$ cat config.mk
export PLATFORM = sky130hd
export DESIGN_NAME = nfp_host_ctrl
export DESIGN_NICKNAME = d
export VERILOG_FILES = /design/src/nfp_host_ctrl.v
export VERILOG_INCLUDE_DIRS = /design/src /design/src/common
export SDC_FILE = /design/constraint.sdc
export NUM_CORES = 1
export LEC_CHECK = 0
export BUFFER_PORTS_ARGS = -buffer_cell sky130_fd_sc_hd__buf_2
export CAP_MARGIN = 20
export CORE_UTILIZATION = 50
export CTS_CLUSTER_DIAMETER = 80
export DETAILED_ROUTE_END_ITERATION = 7
export PLACE_DENSITY_LB_ADDON = 0.08
export SYNTH_ARGS = -nofsm -noshare
export SYNTH_HDL_FRONTEND = slang
export SYNTH_SLANG_ARGS = --single-unit
$ cat constraint.sdc
create_clock -name clk_i -period 2.8 [get_ports clk_i]
set_input_delay 0.14 -clock clk_i [delete_from_list [all_inputs] [get_ports clk_i]]
set_output_delay 0.14 -clock clk_i [all_outputs]
set_load 0.05 [all_outputs]
$ cat src/common/nfp_defs.vh
// Constants for the NAND feature and protection host controller
`ifndef NFP_DEFS_VH
`define NFP_DEFS_VH

// Software register offsets (byte addresses)
`define NFP_REG_CTRL 8'h00
`define NFP_REG_FADDR 8'h04
`define NFP_REG_WDATA 8'h08
`define NFP_REG_RDATA 8'h0c
`define NFP_REG_STATUS 8'h10

// Control register fields
`define NFP_CTRL_GO 0
`define NFP_CTRL_OP_LO 1
`define NFP_CTRL_OP_HI 2
`define NFP_CTRL_POLL 3
`define NFP_CTRL_WP_EN 4

// Operation codes
`define NFP_OP_GET 2'h1
`define NFP_OP_SET 2'h2
`define NFP_OP_STAT 2'h3

// Status register fields
`define NFP_ST_BUSY 0
`define NFP_ST_READY 1
`define NFP_ST_DONE 2
`define NFP_ST_ERR 3
`define NFP_ST_STR_LO 4
`define NFP_ST_STR_HI 5
`define NFP_ST_NSTAT_LO 8
`define NFP_ST_NSTAT_HI 15

// Device command codes
`define NFP_CMD_GET_FEAT 8'hee
`define NFP_CMD_SET_FEAT 8'hef
`define NFP_CMD_STATUS 8'h70
`define NFP_CMD_READ 8'h00

// Feature address and layout
`define NFP_FA_PULLDOWN 8'h81
`define NFP_FADDR_RST 8'h81
`define NFP_PULLDOWN_MASK 8'h03
`define NFP_RESERVED_BYTE 8'h00
`define NFP_NSTAT_RDY_BIT 6

// Times in ns, clock period in ns
`define NFP_CLK_PERIOD_NS 100
`define NFP_FEATURE_BUSY_TIME_NS 1000
`define NFP_PROTECT_SETUP_TIME_NS 100
`define NFP_WE_TO_BUSY_NS 100
`define NFP_POWERUP_NS 1000000

`endif

$ cat src/nfp_host_ctrl.v
// Host controller that reads and writes NAND feature parameters over the pin interface
`include "nfp_defs.vh"
`default_nettype none

module nfp_host_ctrl #(
  parameter PWRUP_CYCLES = `NFP_POWERUP_NS / `NFP_CLK_PERIOD_NS
) (
  input wire clk_i,
  input wire rst_i,
  input wire wb_cyc_i,
  input wire wb_stb_i,
  input wire wb_we_i,
  input wire [7:0] wb_adr_i,
  input wire [3:0] wb_sel_i,
  input wire [31:0] wb_dat_i,
  output reg [31:0] wb_dat_o,
  output reg wb_ack_o,
  output reg ce_n_o,
  output reg cle_o,
  output reg ale_o,
  output reg we_n_o,
  output reg read_strobe_n_o,
  output reg wp_n_o,
  output reg [7:0] io_o,
  output reg io_oe_o,
  input wire [7:0] io_i,
  input wire ready_busy_n_i
);

  localparam [31:0] WW_CYC = (`NFP_PROTECT_SETUP_TIME_NS + `NFP_CLK_PERIOD_NS - 1) /
                             `NFP_CLK_PERIOD_NS;
  localparam [31:0] WB_CYC = (`NFP_WE_TO_BUSY_NS + `NFP_CLK_PERIOD_NS - 1) / `NFP_CLK_PERIOD_NS;
  localparam [31:0] FEAT_CYC = `NFP_FEATURE_BUSY_TIME_NS / `NFP_CLK_PERIOD_NS;
  localparam [31:0] BUSY_CYC = WB_CYC + FEAT_CYC;
  localparam [31:0] PWR_CYC = PWRUP_CYCLES;
  localparam [15:0] WW_CNT = WW_CYC[15:0];
  localparam [15:0] WB_CNT = WB_CYC[15:0];
  localparam [15:0] BUSY_LIMIT = BUSY_CYC[15:0];
  localparam [15:0] PWR_CNT = PWR_CYC[15:0];

  localparam [9:0] S_PWR = 10'h001;
  localparam [9:0] S_IDLE = 10'h002;
  localparam [9:0] S_WP = 10'h004;
  localparam [9:0] S_NEXT = 10'h008;
  localparam [9:0] S_WLO = 10'h010;
  localparam [9:0] S_WHI = 10'h020;
  localparam [9:0] S_GAP = 10'h040;
  localparam [9:0] S_BUSY = 10'h080;
  localparam [9:0] S_RLO = 10'h100;
  localparam [9:0] S_RHI = 10'h200;

  reg [9:0] state_reg;
  reg [3:0] step_reg;
  reg [1:0] op_reg;
  reg [15:0] cnt_reg;
  reg [7:0] faddr_reg;
  reg [31:0] wdata_reg;
  reg [31:0] rdata_reg;
  reg [7:0] nstat_reg;
  reg [1:0] strength_reg;
  reg wp_en_reg;
  reg poll_reg;
  reg done_reg;
  reg err_reg;

  wire wb_req = wb_cyc_i & wb_stb_i & ~wb_ack_o;
  // A write lands at the edge where the master sees ack
  wire wb_wr = wb_cyc_i & wb_stb_i & wb_ack_o & wb_we_i;
  wire [1:0] bsel = step_reg[1:0] + 2'h2;
  wire is_pd = (faddr_reg == `NFP_FA_PULLDOWN);
  wire [7:0] wbyte = wdata_reg[8 * bsel +: 8];
  wire [7:0] set_byte = ~is_pd ? wbyte :
                        (bsel == 2'h0) ? (wbyte & `NFP_PULLDOWN_MASK) : `NFP_RESERVED_BYTE;
  wire [31:0] status_word = {16'h0000, nstat_reg, 2'h0, strength_reg, err_reg, done_reg,
                             (state_reg != S_PWR), ~(state_reg == S_IDLE || state_reg == S_PWR)};

  // Starts one write cycle with a latch kind and a byte
  task issue;
    input cmd;
    input adr;
    input [7:0] val;
    begin
      cle_o <= cmd;
      ale_o <= adr;
      io_o <= val;
      io_oe_o <= 1'b1;
      state_reg <= S_WLO;
    end
  endtask

  always @(posedge clk_i) begin
    if (rst_i) begin
      wb_ack_o <= 1'b0;
      wb_dat_o <= 32'h00000000;
    end else begin
      wb_ack_o <= wb_req;
      wb_dat_o <= 32'h00000000;
      if (wb_req && !wb_we_i) begin
        if (wb_adr_i == `NFP_REG_CTRL) begin
          wb_dat_o <= {27'h0000000, wp_en_reg, poll_reg, op_reg, 1'b0};
        end else if (wb_adr_i == `NFP_REG_FADDR) begin
          wb_dat_o <= {24'h000000, faddr_reg};
        end else if (wb_adr_i == `NFP_REG_WDATA) begin
          wb_dat_o <= wdata_reg;
        end else if (wb_adr_i == `NFP_REG_RDATA) begin
          wb_dat_o <= rdata_reg;
        end else if (wb_adr_i == `NFP_REG_STATUS) begin
          wb_dat_o <= status_word;
        end
      end
    end
  end

  always @(posedge clk_i) begin
    if (rst_i) begin
      state_reg <= S_PWR;
      step_reg <= 4'h0;
      op_reg <= 2'h0;
      cnt_reg <= 16'h0000;
      faddr_reg <= `NFP_FADDR_RST;
      wdata_reg <= 32'h00000000;
      rdata_reg <= 32'h00000000;
      nstat_reg <= 8'h00;
      strength_reg <= 2'h0;
      wp_en_reg <= 1'b0;
      poll_reg <= 1'b0;
      done_reg <= 1'b0;
      err_reg <= 1'b0;
      ce_n_o <= 1'b1;
      cle_o <= 1'b0;
      ale_o <= 1'b0;
      we_n_o <= 1'b1;
      read_strobe_n_o <= 1'b1;
      wp_n_o <= 1'b0;
      io_o <= 8'h00;
      io_oe_o <= 1'b0;
    end else begin
      if (wb_wr && wb_adr_i == `NFP_REG_FADDR && wb_sel_i[0]) begin
        faddr_reg <= wb_dat_i[7:0];
      end
      if (wb_wr && wb_adr_i == `NFP_REG_WDATA) begin
        if (wb_sel_i[0]) wdata_reg[7:0] <= wb_dat_i[7:0];
        if (wb_sel_i[1]) wdata_reg[15:8] <= wb_dat_i[15:8];
        if (wb_sel_i[2]) wdata_reg[23:16] <= wb_dat_i[23:16];
        if (wb_sel_i[3]) wdata_reg[31:24] <= wb_dat_i[31:24];
      end
      if (wb_wr && wb_adr_i == `NFP_REG_CTRL && wb_sel_i[0]) begin
        wp_en_reg <= wb_dat_i[`NFP_CTRL_WP_EN];
        poll_reg <= wb_dat_i[`NFP_CTRL_POLL];
        if (wb_dat_i[`NFP_CTRL_GO]) begin
          done_reg <= 1'b0;
          err_reg <= 1'b0;
        end
      end
      case (state_reg)
        S_PWR: begin
          cnt_reg <= cnt_reg + 16'h0001;
          if (cnt_reg >= PWR_CNT) begin
            state_reg <= S_IDLE;
          end
        end
        S_IDLE: begin
          // protect pin moves only between operations
          // pin level gates program and erase at the device
          wp_n_o <= wp_en_reg;
          ce_n_o <= 1'b1;
          if (wb_wr && wb_adr_i == `NFP_REG_CTRL && wb_sel_i[0] && wb_dat_i[`NFP_CTRL_GO] &&
              wb_dat_i[`NFP_CTRL_OP_HI:`NFP_CTRL_OP_LO] != 2'h0) begin
            // New protect level goes out ahead of the setup wait
            wp_n_o <= wb_dat_i[`NFP_CTRL_WP_EN];
            op_reg <= wb_dat_i[`NFP_CTRL_OP_HI:`NFP_CTRL_OP_LO];
            step_reg <= 4'h0;
            cnt_reg <= 16'h0000;
            state_reg <= S_WP;
          end
        end
        S_WP: begin
          // Protect setup time before the first command
          ce_n_o <= 1'b0;
          cnt_reg <= cnt_reg + 16'h0001;
          if (cnt_reg + 16'h0001 >= WW_CNT) begin
            state_reg <= S_NEXT;
          end
        end
        S_NEXT: begin
          cnt_reg <= 16'h0000;
          if (op_reg == `NFP_OP_GET) begin
            if (step_reg == 4'h0) begin
              issue(1'b1, 1'b0, `NFP_CMD_GET_FEAT);
            end else if (step_reg == 4'h1) begin
              issue(1'b0, 1'b1, faddr_reg);
            end else if (step_reg == 4'h2) begin
              state_reg <= S_BUSY;
            end else if (step_reg == 4'h3) begin
              if (poll_reg) begin
                issue(1'b1, 1'b0, `NFP_CMD_STATUS);
              end else begin
                step_reg <= 4'h6;
              end
            end else if (step_reg == 4'h4) begin
              state_reg <= S_RLO;
            end else if (step_reg == 4'h5) begin
              issue(1'b1, 1'b0, `NFP_CMD_READ);
            end else if (step_reg <= 4'h9) begin
              state_reg <= S_RLO;
            end else begin
              done_reg <= 1'b1;
              state_reg <= S_IDLE;
            end
          end else if (op_reg == `NFP_OP_SET) begin
            if (step_reg == 4'h0) begin
              issue(1'b1, 1'b0, `NFP_CMD_SET_FEAT);
            end else if (step_reg == 4'h1) begin
              issue(1'b0, 1'b1, faddr_reg);
            end else if (step_reg <= 4'h5) begin
              issue(1'b0, 1'b0, set_byte);
            end else if (step_reg == 4'h6) begin
              state_reg <= S_BUSY;
            end else begin
              if (is_pd && !err_reg) strength_reg <= wdata_reg[1:0];
              done_reg <= 1'b1;
              state_reg <= S_IDLE;
            end
          end else begin
            if (step_reg == 4'h0) begin
              issue(1'b1, 1'b0, `NFP_CMD_STATUS);
            end else if (step_reg == 4'h1) begin
              state_reg <= S_RLO;
            end else begin
              done_reg <= 1'b1;
              state_reg <= S_IDLE;
            end
          end
        end
        S_WLO: begin
          we_n_o <= 1'b0;
          state_reg <= S_WHI;
        end
        S_WHI: begin
          // byte latched on this rising strobe
          we_n_o <= 1'b1;
          state_reg <= S_GAP;
        end
        S_GAP: begin
          cle_o <= 1'b0;
          ale_o <= 1'b0;
          io_oe_o <= 1'b0;
          step_reg <= step_reg + 4'h1;
          state_reg <= S_NEXT;
        end
        S_BUSY: begin
          cnt_reg <= cnt_reg + 16'h0001;
          if (cnt_reg >= WB_CNT && ready_busy_n_i) begin
            step_reg <= step_reg + 4'h1;
            state_reg <= S_NEXT;
          end else if (cnt_reg >= BUSY_LIMIT) begin
            err_reg <= 1'b1;
            done_reg <= 1'b1;
            state_reg <= S_IDLE;
          end
        end
        S_RLO: begin
          read_strobe_n_o <= 1'b0;
          state_reg <= S_RHI;
        end
        S_RHI: begin
          read_strobe_n_o <= 1'b1;
          if (op_reg == `NFP_OP_GET && step_reg >= 4'h6) begin
            rdata_reg[8 * bsel +: 8] <= io_i;
            // strength decoded from P1 bits 1:0
            if (bsel == 2'h0 && is_pd) strength_reg <= io_i[1:0];
            step_reg <= step_reg + 4'h1;
          end else begin
            nstat_reg <= io_i;
            if (op_reg != `NFP_OP_GET || io_i[`NFP_NSTAT_RDY_BIT]) begin
              step_reg <= step_reg + 4'h1;
            end
          end
          state_reg <= S_NEXT;
        end
        default: begin
          state_reg <= S_IDLE;
        end
      endcase
    end
  end

endmodule

`default_nettype wire

==> results.cfg, run 1 <==
[synth]
synth.avg_cell_area_sq_um = 8.58
synth_area_sq_um = 8110
syn-num-nets = 1014
synth_edf_count = 0
ys_async_sr_fraction_pct = 0
ys_warn_count = 0
ys_seq_area_share_pct = 41.0
ys_ff_latch = 166
synth_flop_cell = dfxtp_1
syn_inst = 946
synth_cell_types = 85

[critical_path]
crit_required_ns = 3.16
path_class = register to register
crit_path_max_incr_delay_ns = 0.70
cpLargestDelayFamily = simple AND/OR/NAND/NOR gates
worstPathCellList = nor4_4 > nand4_2 > nand4_2 > nand4_4 > or4_1 > a21oi_1
cp_data_arrival_time_ns = 2.94
crit_buf_inv = 0
cpMaxStageDelayCell = nor4_4
startpoint_type = register
r2r-start = state_reg[4]$_SDFFE_PP0P_
path_max_fanout = 13
startpoint = state_reg[4]$_SDFFE_PP0P_
end_kind = register
cpMostUsedCell = nand4_2

[global_route]
grt_max_degree = 72
grt.overflow.total = 0
antenna_found_initial = 0
first_global_vias = 7130
grt_pass1_wl_um = 37800
grt_usage_pct = 29.6

[route]
vias = 7645
wirelength_um = 23700
drc = 0
drt_iter0_drc = 647
first_pass_iters = 7
wl_per_cell_um = 18.3
drt-vias-per-instance = 5.92
antenna_left = 0

[placed_design]
place_congestion = 0.895
placed_cell_area_sq_um = 8820
port_buffers = 105
dp.final_hpwl_um = 17000
place_ws_ns = 0.269
dpl.cell_count = 1228

[pwr]
p_leak_nw = 3.66
p_per_area_nw_per_um2 = 562
max-vdd-ir-drop_mv = 0.430

[timing]
drv_slew = 0
holdWs_ns = 0.0275
setup_violations = 0
fin_crit_sh_pct = 92.3
clock.fmax_mhz = 387
slew_headroom_pct = 48.7
period_needed_ns = 2.58
fin_setup_tns_ns = 0
hold_violations = 0
finalClockSkew_ns = 0.00969
rsz0062_at_grt = no
worst_pin_slew_ns = 0.769
worst_slack_ns = 0.216

[cells_and_area]
n_antenna_cell = 0
drive_gt1_share_pct = 19.3
design_area_sq_um = 9740
final_cells = 1291
finalNetCount = 1130
syn_to_final_growth_pct = 20.1

[floorplanning]
core_sq_um = 15900
io_pins = 106
die_h_um = 129
die_area_sq_um = 16700
dieWidth_um = 129
start_util_pct = 51.1
placementRows = 46

[clock_tree]
ctsResizeCount = 0
cts_root_buf = clkbuf_16
clkTransAtPathRegs_ns = 0.07
clockBufferDepth = 2
clock_latency_ns = 0.43
cts_tree = built
htree_levels = 4
cts_buffers = 17
clock-sinks = 166

[hold_path]
hold_path.startpoint = wb_dat_i[0]
min_path_type = input port to register

[flow_run]
cap_violations = 0

[run_status]
status = complete, no violations
## routing by layer
layer	vias to the layer above	global-route usage (%)	wire length, um
li1	3701	-	-
met4	0	11.4	663
met2	283	49.8	11700
met1	3615	37.5	10000
met3	46	5.45	1320
met5	-	0	0
## Yosys cell counts (6+ instances only)
| library cell | instances | area [sq um] |
|---|---|---|
| nor4_1 | 9 | 56.3 |
| a211oi_1 | 9 | 67.6 |
| a311oi_1 | 17 | 149 |
| nand3_1 | 72 | 360 |
| clkbuf_1 | 36 | 135 |
| nand4_1 | 9 | 56.3 |
| inv_1 | 12 | 45.0 |
| nor2_1 | 90 | 338 |
| nor2b_1 | 10 | 62.6 |
| nor3_1 | 21 | 105 |
| ha_1 | 10 | 125 |
| nand2b_1 | 11 | 68.8 |
| and3_1 | 9 | 56.3 |
| a31oi_1 | 6 | 37.5 |
| and2_1 | 11 | 68.8 |
| mux2i_1 | 47 | 470 |
| o21ai_0 | 32 | 160 |
| mux4_2 | 8 | 180 |
| buf_2 | 19 | 95.1 |
| nand2_1 | 118 | 443 |
| a222oi_1 | 12 | 120 |
| a21oi_1 | 93 | 465 |
| o211ai_1 | 6 | 45.0 |
| dfxtp_1 | 166 | 3320 |
## worst register-to-register path, delay by kind of cell (launching register included)
| kind | cells | cell delay (ns) |
|---|---|---|
| AND/OR/NAND/NOR | 5 | 1.99 |
| flip-flops | 1 | 0.39 |
| AO/OA/AOI/OAI | 1 | 0.15 |
## path summary, 6_finish.rpt
| path | slack [ns] | cells after the start | end |
|---|---|---|---|
| worst max-delay path | 0.22 | 6 | step_reg[3]$_SDFFE_PP0P_ |
| worst min-delay path | 0.03 | 2 | faddr_reg[0]$_SDFFE_PP1P_ |
| worst max register to register | 0.22 | 6 | step_reg[3]$_SDFFE_PP0P_ |
| worst min register to register | 0.45 | 2 | rdata_reg[1]$_SDFFE_PP0P_ |
## timing repair
| item | CTS | global route |
|---|---|---|
| setup buffers | 0 | 0 |
| endpoints found under the hold margin | 33 | 0 |
| hold buffers | 31 | 0 |
## final cells by class
type / count / area [sq um]
fillers: 1458 / 6140
well taps: 216 / 270
clock buffers: 19 / 453
repair buffers: 164 / 1050
inverters: 12 / 45.0
flip-flops and latches: 166 / 3320
clock inverters: 13 / 163
multi-input cells: 701 / 4440
## per-stage QoR
step                power (mW)  utilization [%]
CTS                       5.49             61.3
detailed placement        3.04             55.5
global placement          3.04             55.5
finish                    5.48             61.3
global route              5.67             61.3
floorplan                 2.88                -
## layout by cell type (no fill, tap or decap), drive strengths merged, types with 13 or more instances in the layout
cell	count
a311oi	17
nand2	120
a21oi	94
inv	18
nor2	91
o21ai	33
clkbuf	19
nand3	72
nor3	21
dfxtp	166
nand4	13
mux2i	47
buf	133
dlygate4sd3	31
## kinds of logic after synthesis
family,after synthesis,synth area share [%]
compound gates,217,17.7
simple gates,416,27.0
flops,166,41.0
mux,55,8.02
buf+inv,79,4.41
fa+ha+maj,10,1.54
xor+xnor,3,0.324
## report_power, final
part	leakage, nW	internal [mW]	total, mW	switching [mW]
clock network	0.298	1.39	2.45	1.05
logic	2.03	0.233	0.600	0.368
registers	1.34	2.39	2.43	0.0471
(Power assumes the default switching activity.)
==> run 2: changes to the inputs <==
--- a/config.mk
+++ b/config.mk
@@ -9,6 +9,7 @@
 export BUFFER_PORTS_ARGS = -buffer_cell sky130_fd_sc_hd__buf_2
 export CAP_MARGIN = 20
 export CORE_UTILIZATION = 50
+export CTS_BUF_LIST = sky130_fd_sc_hd__clkbuf_4
 export CTS_CLUSTER_DIAMETER = 80
 export DETAILED_ROUTE_END_ITERATION = 7
 export PLACE_DENSITY_LB_ADDON = 0.08
==> run 2 against run 1 <==
Against the previous run:
- combinational power up 2%
- global-route usage up 0.40 points
- clock power down 39%
- cell count up 3.1%
- sequential power about the same
- via count up 1.9%
- fmax up 1.5%
- critical path depth unchanged
- worst hold slack better by 0.044 ns
- sequential share of layout area down 0.26 points
- count of clock-buffer cells in the layout down 2
- setup slack better by 0.038 ns
- critical path type unchanged
- largest power group is now sequential cells
- highest routed layer unchanged
==> results.cfg, run 2 (synthesis gave the netlist of run 1 again) <==
[pwr]
combPwrFrac_pct = 13.5
clockPowerShare_pct = 32.8
p_per_area_nw_per_um2 = 462
sw_frac_of_total_pct = 29.8
power_mw = 4.54
switchingPower_mw = 1.35
max-vdd-ir-drop_mv = 0.349
pwr-share-seq_pct = 53.7
p_leak_nw = 3.62
p_int_mw = 3.19

[timing]
period_needed_ns = 2.55
clock.fmax_mhz = 393
holdWs_ns = 0.0715
hold_violations = 0
drv_slew = 0
rsz0062_at_grt = no
setup_violations = 0
worst_pin_slew_ns = 0.779
finalClockSkew_ns = 0.0235
slew_headroom_pct = 48.1
fin_setup_tns_ns = 0
fin_crit_sh_pct = 90.9
worst_slack_ns = 0.254

[placed_design]
place_ws_ns = 0.269
port_buffers = 105
dpl.cell_count = 1228
dp.final_hpwl_um = 17000
place_congestion = 0.895

[cells_and_area]
finalNetCount = 1169
layout_commonest_cell = dfxtp_1
drive_gt1_share_pct = 18.4
final_cells = 1331
layout_common_cells = dfxtp_1 (166), nand2_1 (118), buf_2 (104)
fill_cells = 1435
syn_to_final_growth_pct = 21.0

[flow_run]
cap_violations = 0

[floorplanning]
io_pins = 106
core_sq_um = 15900
start_util_pct = 51.1
dieWidth_um = 129
placementRows = 46
die_area_sq_um = 16700
die_h_um = 129

[route]
first_pass_iters = 6
drc = 0
vias = 7791
wl_per_cell_um = 18.0
drt_iter0_drc = 710
antenna_left = 0
wirelength_um = 24000
drt-vias-per-instance = 5.85

[clock_tree]
cts_buffers = 17
htree_levels = 4
cts_tree = built
clock_latency_ns = 0.59
cts_root_buf = clkbuf_4
ctsResizeCount = 0
clockBufferDepth = 2
clkTransAtPathRegs_ns = 0.16
clock-sinks = 166
cts_setup_buffers = 0

[critical_path]
end_kind = register
startpoint_type = register
crit_required_ns = 3.33
cp_data_arrival_time_ns = 3.08
path_class = register to register
reg2reg_slack_ns = 0.25
r2r-start = state_reg[4]$_SDFFE_PP0P_
startpoint = state_reg[4]$_SDFFE_PP0P_
path_max_fanout = 13

[global_route]
antenna_found_initial = 1
grt_max_degree = 72
grt_usage_pct = 30.0
first_global_vias = 7295
grt_pass1_wl_um = 38300
grt.overflow.total = 0

[hold_path]
min_path_type = input port to register
hold_path.startpoint = wb_adr_i[0]

[run_status]
status = complete, no violations
-- run 2: through the flow --
stage / util (%) / area (sq um)
4_1_cts: 61.8 / 9810
6_report: 61.8 / 9820
3_3_place_gp: 55.5 / 8820
3_5_place_dp: 55.5 / 8820
5_1_grt: 61.8 / 9820
2_1_floorplan: - / 8110
-- run 2: final cells by class --
class	count	area (sq um)	area share, %
antenna	1	2.50	0.0255
clock buffer	17	128	1.30
clock inverter	15	170	1.73
inverter	12	45.0	0.459
multi-input combinational	701	4440	45.2
sequential	166	3320	33.9
tap	216	270	2.75
timing repair buffer	203	1440	14.7
-- run 2: worst paths after layout --
| path | depth (start not counted) | endpoint |
|---|---|---|
| worst max-delay path | 6 | step_reg[3]$_SDFFE_PP0P_ |
| worst max register to register | 6 | step_reg[3]$_SDFFE_PP0P_ |
| worst min register to register | 2 | rdata_reg[1]$_SDFFE_PP0P_ |
| worst min-delay path | 6 | poll_reg$_SDFFE_PP0N_ |
-- run 2: worst max-delay path, stage by stage (launching register included) --
cell and delay (ns):
dfxtp_1 0.41, nor4_4 0.69, nand4_2 0.40, nand4_2 0.24, nand4_4 0.13, or4_1 0.49
a21oi_1 0.14
-- run 2: timing repair --
action,CTS,global route
endpoints found under the hold margin,92,0
hold buffers,70,0
endpoints found under the setup margin,0,0
-- run 2: power by group through the flow --
stage	Sequential, mW	Clock, mW	Combinational, mW
global route	2.44	1.62	0.679
detailed placement	2.49	0	0.559
CTS	2.43	1.51	0.610
floorplan	2.48	0	0.397
global placement	2.48	0	0.556
finish	2.44	1.49	0.613
-- run 2: layer usage --
metal	up-vias	share of wire (%)	track usage [%]
li1	3774	-	-
met1	3697	42	37.3
met5	-	0	0
met4	0	2.7	11.1
met3	48	5.2	5.70
met2	272	50	51.5
==> run 3: changes to the inputs <==
--- a/config.mk
+++ b/config.mk
@@ -12,6 +12,7 @@
 export CTS_BUF_LIST = sky130_fd_sc_hd__clkbuf_4
 export CTS_CLUSTER_DIAMETER = 80
 export DETAILED_ROUTE_END_ITERATION = 7
+export GPL_TIMING_DRIVEN = 0
 export PLACE_DENSITY_LB_ADDON = 0.08
 export SYNTH_ARGS = -nofsm -noshare
 export SYNTH_HDL_FRONTEND = slang
==> run 3 against run 2 <==
Against the previous run:
- via count is 3.1% higher
- worst hold slack worse by 0.019 ns
- first-iteration DRC count is 8.0% lower
- setup slack worse by 0.11 ns
- count of clock-buffer cells in the layout grew 1
- clock power fell by 7%
- clock skew grew 0.0056 ns
- fmax down 4.0%
- total power is 1.2% lower
- critical path type unchanged
==> results.cfg, run 3 (synthesis gave the netlist of run 1 again) <==
[run_status]
status = complete, no violations

[route]
vias = 8036
antenna_left = 0
wl_per_cell_um = 18.5
drc = 0
drt_iter0_drc = 653
drt-vias-per-instance = 5.87
first_pass_iters = 5
wirelength_um = 25300

[critical_path]
crit_required_ns = 3.33
path_class = register to register
path_max_fanout = 10
reg2reg_slack_ns = 0.15
r2r-start = step_reg[0]$_SDFFE_PP0P_
reg2reg_to = state_reg[1]$_SDFFE_PP0P_
end_kind = register
r2r_cells = 10
cp_data_arrival_time_ns = 3.19
startpoint_type = register

[timing]
fin_crit_sh_pct = 94.7
period_needed_ns = 2.65
worst_pin_slew_ns = 0.974
slew_headroom_pct = 34.5
drv_slew = 0
finalClockSkew_ns = 0.0291
clock.fmax_mhz = 377
hold_violations = 0
setup_violations = 0

[global_route]
grt_pass1_wl_um = 39300
grt_max_degree = 17
grt.overflow.total = 0
first_global_vias = 7353
antenna_found_initial = 1
grt_usage_pct = 31.1

[clock_tree]
cts_tree = built
clock-sinks = 166
clkTransAtPathRegs_ns = 0.14
clockBufferDepth = 2
clock_latency_ns = 0.61
htree_levels = 4
cts_buffers = 17
cts_root_buf = clkbuf_4

[floorplanning]
io_pins = 106
dieWidth_um = 129
placementRows = 46
die_area_sq_um = 16700
start_util_pct = 51.1
die_h_um = 129
core_sq_um = 15900

[placed_design]
port_buffers = 102
place_congestion = 0.903
dp.final_hpwl_um = 18100
dpl.cell_count = 1264
placed_cell_area_sq_um = 8890

[pwr]
max-vdd-ir-drop_mv = 0.321
p_leak_nw = 3.66
p_per_area_nw_per_um2 = 453

[cells_and_area]
design_area_sq_um = 9910
layout_commonest_cell = dfxtp_1
final_cells = 1368
layout_common_cells = dfxtp_1 (164), buf_2 (120), nand2_1 (118)
fill_cells = 1481
syn_to_final_growth_pct = 22.1
utilization_pct = 62.4
finalNetCount = 1206
drive_gt1_share_pct = 18.5

[hold_path]
min_path_type = input port to register
hold_path.startpoint = wb_adr_i[0]
whs_path_depth = 6
min_to = wp_en_reg$_SDFFE_PP0N_

[flow_run]
cap_violations = 0
[run 3: cell types whose count changed in the layout (fill, tap and decap cells not counted), moves of 3 or more]
cell / previous run / this run
clkbuf_1: 0 / 33
buf_4: 29 / 7
buf_2: 104 / 120
buf_6: 0 / 4
clkbuf_2: 0 / 4
buf_1: 0 / 3
clkinv_4: 1 / 4
[run 3: metrics by stage]
step | hold WS [ns] | setup slack, ns | total power, mW | TNS (ns)
final | 0.0524 | 0.148 | 4.48 | 0
after detailed placement | 0.390 | -0.494 | 3.09 | -3.89
after CTS | 0.0462 | 0.0379 | 4.46 | 0
after global placement | 0.384 | -0.471 | 3.08 | -3.47
after global routing | 0.0722 | -0.0116 | 4.66 | -0.0116
after floorplan | 0.229 | 0.101 | 2.88 | 0
[run 3: routing by layer]
metal	vias up	wire, um	GRT usage [%]
li1	3864	-	-
met1	3839	10700	38.6
met2	279	12700	53.6
met3	54	1240	4.91
met4	0	686	12.8
met5	-	0	0
[run 3: cell type report]
class	count	area (sq um)	share of cell area, %
multi-input cells	701	4450	44.9
flip-flops and latches	166	3330	33.6
repair buffers	174	1220	12.3
plain buffers	66	327	3.30
well taps	216	270	2.73
clock buffers	18	135	1.36
clock inverters	14	126	1.28
inverters	12	45.0	0.455
diodes	1	2.50	0.0253
[run 3: power breakdown]
group          switching (mW)  internal, mW
logic                   0.406         0.262
registers              0.0447          2.39
clock network           0.927         0.457
[run 3: worst max-delay path by stage]
| stage | end | from | cells past startpoint |
|---|---|---|---|
| after floorplan | step_reg[3]$_SDFFE_PP0P_ | step_reg[1]$_SDFFE_PP0P_ | 10 |
| after global placement | step_reg[3]$_SDFFE_PP0P_ | step_reg[1]$_SDFFE_PP0P_ | 10 |
| after detailed placement | step_reg[3]$_SDFFE_PP0P_ | step_reg[1]$_SDFFE_PP0P_ | 10 |
| after CTS | step_reg[3]$_SDFFE_PP0P_ | step_reg[0]$_SDFFE_PP0P_ | 10 |
| after global routing | state_reg[3]$_SDFFE_PP0P_ | cnt_reg[0]$_SDFFE_PP0P_ | 7 |
| final | state_reg[1]$_SDFFE_PP0P_ | step_reg[0]$_SDFFE_PP0P_ | 10 |
[run 3: worst max-delay path, stage by stage, from the launching register on]
cell      delay (ns)
dfxtp_4         0.39
buf_6           0.15
inv_1           0.15
ha_1            0.26
clkbuf_2        0.22
or4b_2          0.69
a221oi_1        0.29
o21ai_1         0.17
o211ai_1        0.12
nand2_1         0.08
o21ai_0         0.08
[run 3: what timing repair did]
item	4_1_cts	5_1_grt
pin swaps	1	1
buffers inserted	1	3
hold endpoints to repair	94	0
cloned	0	0
hold buffers	68	0
setup endpoints to repair	37	19
resized for setup	10	4
